[src/common/timer3_pkg.sv]
package timer3_pkg;
  // register indexes; byte address is four times the index
  localparam logic [7:0] IDX_COUNT_LOW = 8'h10;
  localparam logic [7:0] IDX_PWM_CTRL = 8'h11;
  localparam logic [7:0] IDX_CLK_CTRL = 8'h12;
  localparam logic [7:0] IDX_DUTY_LOW = 8'h13;
  localparam logic [7:0] IDX_PS_READ = 8'h14;
  localparam logic [7:0] IDX_HIGH_BITS = 8'h15;
  localparam logic [7:0] IDX_IRQ_STATUS = 8'h20;
  localparam logic [7:0] IDX_IRQ_MASK = 8'h21;

  // timer_pwm_control fields
  localparam int CTRL_EN_BIT = 0;
  localparam int CTRL_RELOAD_BIT = 1;
  localparam int CTRL_ONESHOT_BIT = 2;
  localparam int CTRL_POL_BIT = 6;
  localparam int CTRL_OEN_BIT = 7;
  localparam logic [7:0] CTRL_RW_MASK = 8'hC7;

  // timer_clock_control fields
  localparam int CLK_SEL_LSB = 0;
  localparam int CLK_PS_DIS_BIT = 3;
  localparam int CLK_EDGE_BIT = 4;
  localparam int CLK_SRC_BIT = 5;
  localparam logic [7:0] CLK_RW_MASK = 8'h3F;

  // shared_high_bits fields
  localparam int HIGH_RELOAD_LSB = 4;
  localparam int HIGH_DUTY_LSB = 0;

  // interrupt status bits
  localparam int IRQ_W = 2;
  localparam int IRQ_UNDERFLOW_BIT = 0;
  localparam int IRQ_ONESHOT_BIT = 1;

  // values after reset, and the value the counter wraps to
  localparam logic [7:0] CTRL_RST = 8'h00;
  localparam logic [7:0] CLK_CTRL_RST = 8'h3F;
  localparam logic [7:0] PS_RST = 8'hFF;
  localparam logic [7:0] HIGH_RST = 8'h00;
  localparam logic [9:0] CNT_MAX = 10'h3FF;

  // pin input synchroniser depth
  localparam int SYNC_STAGES = 3;
endpackage : timer3_pkg

[src/ext_edge_sync.sv]
`timescale 1ns/1ps
`default_nettype none
module ext_edge_sync #(
  parameter int STAGES = 3
) (
  // clock and reset
  input wire logic core_clk_in,
  input wire logic rst_in,
  // pin
  input wire logic pin_in,
  // filtered edges
  output logic rise_out,
  output logic fall_out
);
  if (STAGES < 3) begin : g_bad_stages
    $error("ext_edge_sync needs at least three stages");
  end

  typedef struct packed {
    logic [STAGES-1:0] sh;
    logic level;
    logic rise;
    logic fall;
  } sync_state_t;

  sync_state_t s_q;
  sync_state_t s_d;

  // level moves only once the last two stages agree
  always_comb begin
    s_d = s_q;
    s_d.sh = {s_q.sh[STAGES-2:0], pin_in};
    s_d.rise = 1'b0;
    s_d.fall = 1'b0;
    if (s_q.sh[STAGES-1] == s_q.sh[STAGES-2] &&
        s_q.sh[STAGES-1] != s_q.level) begin
      s_d.level = s_q.sh[STAGES-1];
      s_d.rise = s_q.sh[STAGES-1];
      s_d.fall = ~s_q.sh[STAGES-1];
    end
  end

  always_ff @(posedge core_clk_in or posedge rst_in) begin
    if (rst_in) begin
      s_q <= '0;
    end else begin
      s_q <= s_d;
    end
  end

  assign rise_out = s_q.rise;
  assign fall_out = s_q.fall;
endmodule : ext_edge_sync
`default_nettype wire

[src/timer3_pwm3_unit.sv]
`timescale 1ns/1ps
`default_nettype none
module timer3_pwm3_unit
  import timer3_pkg::*;
#(
  parameter int PS_W = 8
) (
  // clock and reset
  input wire logic core_clk_in,
  input wire logic rst_in,
  // ahb-lite slave
  input wire logic hsel_in,
  input wire logic [31:0] haddr_in,
  input wire logic [1:0] htrans_in,
  input wire logic hwrite_in,
  input wire logic [2:0] hsize_in,
  input wire logic hready_in,
  input wire logic [31:0] hwdata_in,
  output logic [31:0] hrdata_out,
  output logic hreadyout_out,
  output logic hresp_out,
  // external count pin
  input wire logic external_count_pin_in,
  // pwm pad and interrupt
  output logic pwm_out,
  output logic pwm_oe_out,
  output logic irq_out
);
  if (PS_W != 8) begin : g_bad_ps
    $error("prescaler must be eight bits for the 1:256 ratio");
  end

  typedef struct packed {
    logic [7:0] ctrl;
    logic [7:0] clkc;
    logic [7:0] reload_low;
    logic [7:0] high;
    logic [7:0] duty_low;
    logic [9:0] cnt;
    logic [PS_W-1:0] ps;
    logic [IRQ_W-1:0] stat;
    logic [IRQ_W-1:0] mask;
    logic pend;
    logic pend_wr;
    logic pend_hit;
    logic [7:0] pend_idx;
    logic ready;
    logic [31:0] rdata;
    logic pwm;
    logic oe;
    logic irq;
  } unit_state_t;

  unit_state_t s_q;
  unit_state_t s_d;
  logic ext_rise;
  logic ext_fall;
  logic src_tick;
  logic pre_tick;
  logic count_tick;
  logic wr_cnt;
  logic [7:0] ps_mask;
  logic [8:0] ps_span;
  logic [PS_W-1:0] ps_next;
  logic [9:0] reload_val;
  logic [9:0] duty_val;

  // pin synchroniser and edge filter
  ext_edge_sync #(
    .STAGES(SYNC_STAGES)
  ) u_ext_sync (
    .core_clk_in(core_clk_in),
    .rst_in(rst_in),
    .pin_in(external_count_pin_in),
    .rise_out(ext_rise),
    .fall_out(ext_fall)
  );

  // count source: instruction clock every cycle or chosen pin edge
  assign src_tick = s_q.clkc[CLK_SRC_BIT] ?
    (s_q.clkc[CLK_EDGE_BIT] ? ext_fall : ext_rise) : 1'b1;

  // prescaler tick every 2^(sel+1) source ticks, or bypassed
  assign ps_span = 9'h002 << s_q.clkc[CLK_SEL_LSB +: 3];
  assign ps_mask = 8'(ps_span - 9'h001);
  assign ps_next = s_q.ps - 8'h01;
  assign pre_tick = s_q.clkc[CLK_PS_DIS_BIT] ? src_tick :
    (src_tick && (ps_next & ps_mask) == 8'h00);
  assign count_tick = s_q.ctrl[CTRL_EN_BIT] & pre_tick;

  // bus write to the count register in this cycle
  assign wr_cnt = s_q.pend && s_q.pend_wr && s_q.pend_hit &&
    s_q.pend_idx == IDX_COUNT_LOW;

  // frame length and duty come from the reload and duty registers
  assign reload_val = {s_q.high[HIGH_RELOAD_LSB +: 2], s_q.reload_low};
  assign duty_val = {s_q.high[HIGH_DUTY_LSB +: 2], s_q.duty_low};

  // next state: prescaler, counter, bus, interrupts and pwm
  always_comb begin
    logic [IRQ_W-1:0] set;
    logic [IRQ_W-1:0] clr;
    logic active;
    logic [9:0] duty_next;
    set = '0;
    clr = '0;
    active = 1'b0;
    duty_next = 10'h000;
    s_d = s_q;

    // prescaler counts source ticks only while the timer runs
    if (s_q.ctrl[CTRL_EN_BIT] && !s_q.clkc[CLK_PS_DIS_BIT] && src_tick) begin
      s_d.ps = ps_next;
    end

    // down-counter with underflow handling per mode
    if (count_tick) begin
      if (s_q.cnt == 10'h000) begin
        if (!s_q.ctrl[CTRL_ONESHOT_BIT]) begin
          // reload select only applies in non-stop mode
          s_d.cnt = s_q.ctrl[CTRL_RELOAD_BIT] ? reload_val : CNT_MAX;
          set[IRQ_UNDERFLOW_BIT] = 1'b1;
        end
      end else begin
        s_d.cnt = s_q.cnt - 10'h001;
        if (s_q.ctrl[CTRL_ONESHOT_BIT] && s_q.cnt == 10'h001) begin
          set[IRQ_ONESHOT_BIT] = 1'b1;
        end
      end
    end

    // data phase: write or read of the latched register
    if (s_q.pend) begin
      s_d.pend = 1'b0;
      s_d.ready = 1'b1;
      s_d.rdata = 32'h0000_0000;
      if (s_q.pend_hit && s_q.pend_wr) begin
        unique case (s_q.pend_idx)
          IDX_COUNT_LOW: begin
            s_d.reload_low = hwdata_in[7:0];
            s_d.cnt = {s_q.high[HIGH_RELOAD_LSB +: 2], hwdata_in[7:0]};
          end
          IDX_PWM_CTRL: s_d.ctrl = hwdata_in[7:0] & CTRL_RW_MASK;
          IDX_CLK_CTRL: s_d.clkc = hwdata_in[7:0] & CLK_RW_MASK;
          IDX_DUTY_LOW: s_d.duty_low = hwdata_in[7:0];
          IDX_HIGH_BITS: s_d.high = hwdata_in[7:0];
          IDX_IRQ_STATUS: clr = hwdata_in[IRQ_W-1:0];
          IDX_IRQ_MASK: s_d.mask = hwdata_in[IRQ_W-1:0];
          default: ;
        endcase
      end else if (s_q.pend_hit) begin
        unique case (s_q.pend_idx)
          IDX_COUNT_LOW: s_d.rdata = {24'h000000, s_q.cnt[7:0]};
          IDX_PWM_CTRL: s_d.rdata = {24'h000000, s_q.ctrl};
          IDX_CLK_CTRL: s_d.rdata = {24'h000000, s_q.clkc};
          IDX_PS_READ: s_d.rdata = {24'h000000, s_q.ps};
          IDX_HIGH_BITS: s_d.rdata = {24'h000000, s_q.high};
          IDX_IRQ_STATUS: s_d.rdata = {30'h00000000, s_q.stat};
          IDX_IRQ_MASK: s_d.rdata = {30'h00000000, s_q.mask};
          default: s_d.rdata = 32'h0000_0000;
        endcase
      end
    end

    // address phase: latch a word transfer, insert one wait state
    if (hsel_in && htrans_in[1] && hready_in) begin
      s_d.pend = 1'b1;
      s_d.ready = 1'b0;
      s_d.pend_wr = hwrite_in;
      s_d.pend_idx = haddr_in[9:2];
      s_d.pend_hit = haddr_in[31:10] == 22'h000000 && hsize_in == 3'b010;
    end

    // sticky status: a new event wins over a same-cycle clear
    s_d.stat = (s_q.stat & ~clr) | set;
    s_d.irq = |(s_d.stat & s_d.mask);

    // pwm uses next count and next duty, so a duty write shows at once
    duty_next = {s_d.high[HIGH_DUTY_LSB +: 2], s_d.duty_low};
    active = s_d.cnt < duty_next;
    s_d.oe = s_d.ctrl[CTRL_OEN_BIT];
    s_d.pwm = s_d.ctrl[CTRL_OEN_BIT] &
      (active ^ s_d.ctrl[CTRL_POL_BIT]);
  end

  always_ff @(posedge core_clk_in or posedge rst_in) begin
    if (rst_in) begin
      s_q <= '0;
      s_q.ctrl <= CTRL_RST;
      s_q.clkc <= CLK_CTRL_RST;
      s_q.high <= HIGH_RST;
      s_q.ps <= PS_RST;
      s_q.ready <= 1'b1;
    end else begin
      s_q <= s_d;
    end
  end

  // outputs straight from flops, except hresp_out which is tied low
  assign hrdata_out = s_q.rdata;
  assign hreadyout_out = s_q.ready;
  assign hresp_out = 1'b0;
  assign pwm_out = s_q.pwm;
  assign pwm_oe_out = s_q.oe;
  assign irq_out = s_q.irq;

  // counter steps that are not overridden by a bus write
  logic quiet_cnt;
  logic fast0;
  assign quiet_cnt = !wr_cnt;
  assign fast0 = s_q.ctrl[CTRL_EN_BIT] && !s_q.clkc[CLK_PS_DIS_BIT] &&
    !s_q.clkc[CLK_SRC_BIT] && s_q.clkc[2:0] == 3'b000 && !s_q.pend;
endmodule : timer3_pwm3_unit
`default_nettype wire

[config.mk]
export PLATFORM = sky130hd
export DESIGN_NAME = timer3_pwm3_unit
export DESIGN_NICKNAME = d
export VERILOG_FILES = /design/src/common/timer3_pkg.sv /design/src/ext_edge_sync.sv /design/src/timer3_pwm3_unit.sv
export SDC_FILE = /design/constraint.sdc
export NUM_CORES = 1
export LEC_CHECK = 0
export BUFFER_PORTS_ARGS = -buffer_cell sky130_fd_sc_hd__buf_4
export CORE_MARGIN = 2
export CORE_UTILIZATION = 58
export DETAILED_ROUTE_END_ITERATION = 8
export PLACE_DENSITY = 0.86
export SKIP_LAST_GASP = 1
export SLEW_MARGIN = 20
export SYNTH_ARGS = -nofsm -noshare
export SYNTH_HDL_FRONTEND = slang
export SYNTH_SLANG_ARGS = --single-unit
[constraint.sdc]
create_clock -name core_clk_in -period 6.95 [get_ports core_clk_in]
set_clock_uncertainty 0.05 [all_clocks]
set_input_delay 0.3475 -clock core_clk_in [delete_from_list [all_inputs] [get_ports core_clk_in]]
set_output_delay 0.3475 -clock core_clk_in [all_outputs]
set_load 0.02 [all_outputs]
==> key figures <==
Logic synthesis
  • Adder-cell share of the synthesized area: 0.03256
  • Async SR Flop Fraction: 1.000
  • Post-synth EDFFs: 0
  • Main combinational cell family by area after synthesis: simple AND/OR/NAND/NOR gates
  • Mean Syn Cell Area: about 10 um2
  • Mapped Cells: about 450
  • Synth warnings: 0
  • Distinct cells, synth: 62
  • Synth area leaders: dfrtp_1 38%, mux2_2 8.8%, dfstp_2 8.5%
  • Compound-gate portion of the synthesized area: 0.1202
  • Simple-Gate Fraction of Synth Area: 0.1560
  • Ys flop type: dfrtp_1
  • Synth Area in XOR/XNOR: 0.02469
  • Synth area leader: dfrtp_1
  • Seq cells post-synth: 85
  • Post-Syn Area: 4612 um2
  • Multiplexer share of the synthesized area: 0.1053
  • Seq/Total Area, Yosys: 0.4653
  • Area fraction of the dominant cell type after synthesis: 0.3798

Final layout
  • Most common cell after layout, fill and taps aside: dfrtp_1
  • Final Core Density: 0.6682
  • Inserted Diodes: 0
  • Area of the multi-input gates: 2117 um2
  • Number of fill cells in the layout: ~570
  • Area delta synth->final: 11.96%
  • Fin nets: 586
  • FF+latch area: between 2000 and 2500 um2
  • Commonest non-fill, non-tap cells in the layout: 70 x dfrtp_1, 59 x nand2_1, 59 x buf_4
  • Layout cells sized above 1: 0.2704

Setup path
  • CP peak stage delay: about 0.52 ns
  • Crit-path max FO: 16
  • CP endpoint kind: flop
  • CP Buf/Inv Count: 1
  • Slowest-stage cell, CP: a21oi_1
  • Critical Path Source Type: flop
  • WP depth: 18
  • Crit-path cells: inv_1, ha_1, or4b_1, xnor2_1, o31ai_1, nor3b_2, o21ai_2, a21oi_1, o221ai_1, nand2_1, ha_1, a21o_1, a21o_1, a2111oi_0, o21ai_0, and4b_1, o2bb2ai_2, mux2i_1
  • CP endpoint: pwm_out$_DFF_PP0_
  • CP arrival: 5.11 ns
  • FF-to-FF Start: s_q[51]$_DFFE_PP1P_
  • CP delay by family, top: compound AO/OA/AOI/OAI gates
  • R2r setup slk: a little over 2 ns
  • R2R depth: 18
  • CP startpoint: s_q[51]$_DFFE_PP1P_
  • RR Endpoint: pwm_out$_DFF_PP0_
  • CP Class: reg -> reg
  • Worst Path Required: 7.18 ns

Routing
  • Final ANT Viol Nets: 0
  • Vias: 3557
  • DR iter-0 viols: slightly above 300
  • DR pass1 iterations: 5
  • Drt drc: 0
  • Vias per cell: about 5.9
  • Total routed wirelength: ~10 mm
  • Routed len/inst: ~17 um

Placement
  • GPL Wtd Cong: between 0.9 and 1
  • I/O Buffers: 59
  • Post-DP HPWL: 7.489 mm

Floorplanning
  • Core area: between 7000 and 8000 um2
  • Effective utilization at floorplan: 0.5968
  • Placement Rows: 32
  • Die width: a little over 90 um
  • Io pins: between 100 and 150
  • Die height: a little over 90 um
  • Die footprint: around 8700 um2

Clock network
  • H-tree depth: 3
  • Post-CTS Setup Bufs: 0
  • Post-CTS resize count: 0
  • CTS Sinks: 85
  • Clk buf depth: 2
  • Clock root buffer master: clkbuf_8
  • CTS tree: built
  • CTS hold repair buffers: 0
  • CTS clock-pin slew for the worst setup and hold paths: approximately 0.080 ns
  • Skew-Pair Late Insertion Delay: approximately 0.36 ns
  • CTS buffer count: 9

STA
  • Worst slew pin tran: 0.8000 ns
  • Fmax achieved: 0.2049 GHz
  • Final min period: between 4 and 5 ns
  • Setup TNS Final: 0 ns
  • RSZ-0062 raised after global routing: false
  • Final Setup Violations: 0
  • Final Hold Viols: 0
  • Final Cycle Share: 0.7022
  • Slew Limit Headroom: 0.4656
  • Fin. max-slew vios: 0

Global route
  • Total track usage: 0.2566
  • Largest net degree at the start of global routing: between 80 and 90
  • Vias in the first global route: about 3500
  • Initial antenna violation count: 0
  • First-pass GRT wire length: roughly 17 mm
  • Total gr overflow: 0

Power and ir drop
  • IR Drop Worst-Case VDD: around 190 uV
  • Pleak: between 2 and 2.5 nW
  • PwrDens: 253.1 nW/um2

Min path
  • Worst Hold Class: in -> reg
  • Hold path startpoint: external_count_pin_in

Run status
  • Run status: finished, final reports clean

Run
  • Max Cap Viol: 0
-- per-stage QoR --
stage	instances	power, mW	hold slack [ns]	instance area, um2	setup slack (ns)
floorplan	477	0.8545	0.2812	4702	2.818
global placement	590	0.9211	0.2902	4955	2.250
detailed placement	590	0.9368	0.2879	4955	2.132
CTS	605	1.305	0.03722	5160	2.064
global route	605	1.372	0.03438	5164	1.729
finish	605	1.307	0.04388	5164	2.070
-- state kept, by name, summed over array words and instances, names as in the netlist --
| register | cells |
|---|---|
| reload_val | 10 |
| u_ext_sync.s_d | 2 |
| hreadyout_out | 1 |
| hrdata_out | 8 |
| irq_out | 1 |
| pwm_out | 1 |
| s_q | 48 |
| duty_val | 10 |
| u_ext_sync.s_q | 2 |
| u_ext_sync.fall_out | 1 |
| u_ext_sync.rise_out | 1 |
-- worst register-to-register path, stage by stage, from the launching register on --
cell	delay (ns)
dfstp_2	0.39
inv_1	0.13
ha_1	0.26
or4b_1	0.50
xnor2_1	0.15
o31ai_1	0.19
nor3b_2	0.22
o21ai_2	0.24
a21oi_1	0.53
o221ai_1	0.18
nand2_1	0.17
ha_1	0.26
a21o_1	0.16
a21o_1	0.16
a2111oi_0	0.40
o21ai_0	0.21
and4b_1	0.30
o2bb2ai_2	0.11
mux2i_1	0.20
-- per-layer routing --
layer | track usage | vias up | wire length, um
li1 | - | 1640 | -
met3 | 0.04674 | 14 | 645
met2 | 0.4016 | 142 | 4983
met5 | 0 | - | 0
met1 | 0.3637 | 1761 | 4616
met4 | 0.08701 | 0 | 171
-- synthesized netlist by cell type (2+ instances only) --
master / instances
dfrtp_1: 70
nand2_1: 59
mux2_2: 36
buf_4: 33
inv_1: 30
nor2_1: 22
dfstp_2: 15
ha_1: 12
nor3_1: 12
a21oi_1: 11
clkbuf_1: 10
o22ai_1: 10
mux2i_1: 8
o21ai_0: 8
xnor2_1: 8
a221oi_1: 7
nand3_1: 7
nor4_1: 7
a22o_1: 6
nand4_1: 5
o221ai_1: 5
o31ai_1: 5
xor2_1: 5
a21o_1: 4
and3_1: 4
buf_2: 3
nand2b_1: 3
o211ai_1: 3
or3_1: 3
a211oi_1: 2
a221o_1: 2
a31oi_1: 2
and2_1: 2
buf_6: 2
nor2b_1: 2
nor3b_1: 2
nor4b_1: 2
or4_1: 2
-- area by class of cell --
| class | instances | share of cell area |
|---|---|---|
| clock buffer | 11 | 0.02544 |
| clock inverter | 4 | 0.01430 |
| inverter | 30 | 0.02205 |
| multi-input combinational | 313 | 0.4100 |
| sequential | 85 | 0.4156 |
| tap | 102 | 0.02472 |
| timing repair buffer | 60 | 0.08796 |
-- worst min-delay path by stage --
stage                                        endpoint  slack, ns  cells past startpoint
after floorplan           u_ext_sync.s_d[5]$_DFF_PP0_       0.28                      0
after global placement    u_ext_sync.s_d[5]$_DFF_PP0_       0.29                      0
after detailed placement  u_ext_sync.s_d[5]$_DFF_PP0_       0.29                      0
after CTS                 u_ext_sync.s_d[4]$_DFF_PP0_       0.04                      1
after global routing      u_ext_sync.s_d[4]$_DFF_PP0_       0.03                      1
final                     u_ext_sync.s_d[4]$_DFF_PP0_       0.04                      1
-- report_power, final --
part           switching [mW]  total (mW)  internal, mW
sequential             0.0897       0.660         0.570
combinational           0.148       0.275         0.127
clock                   0.172       0.372         0.201
total                   0.409        1.31         0.898
-- logic make-up (layout without fill, tap and decap cells) --
kind of cell	Yosys count	in the layout
AND/OR/NAND/NOR	143	143
buffers and inverters	79	105
flip-flops	85	85
AO/OA/AOI/OAI	76	76
XOR/XNOR	13	13
other	1	25
multiplexers	44	44
adder cells (fa/ha/maj)	12	12
Power figures use the tool's default switching activity.
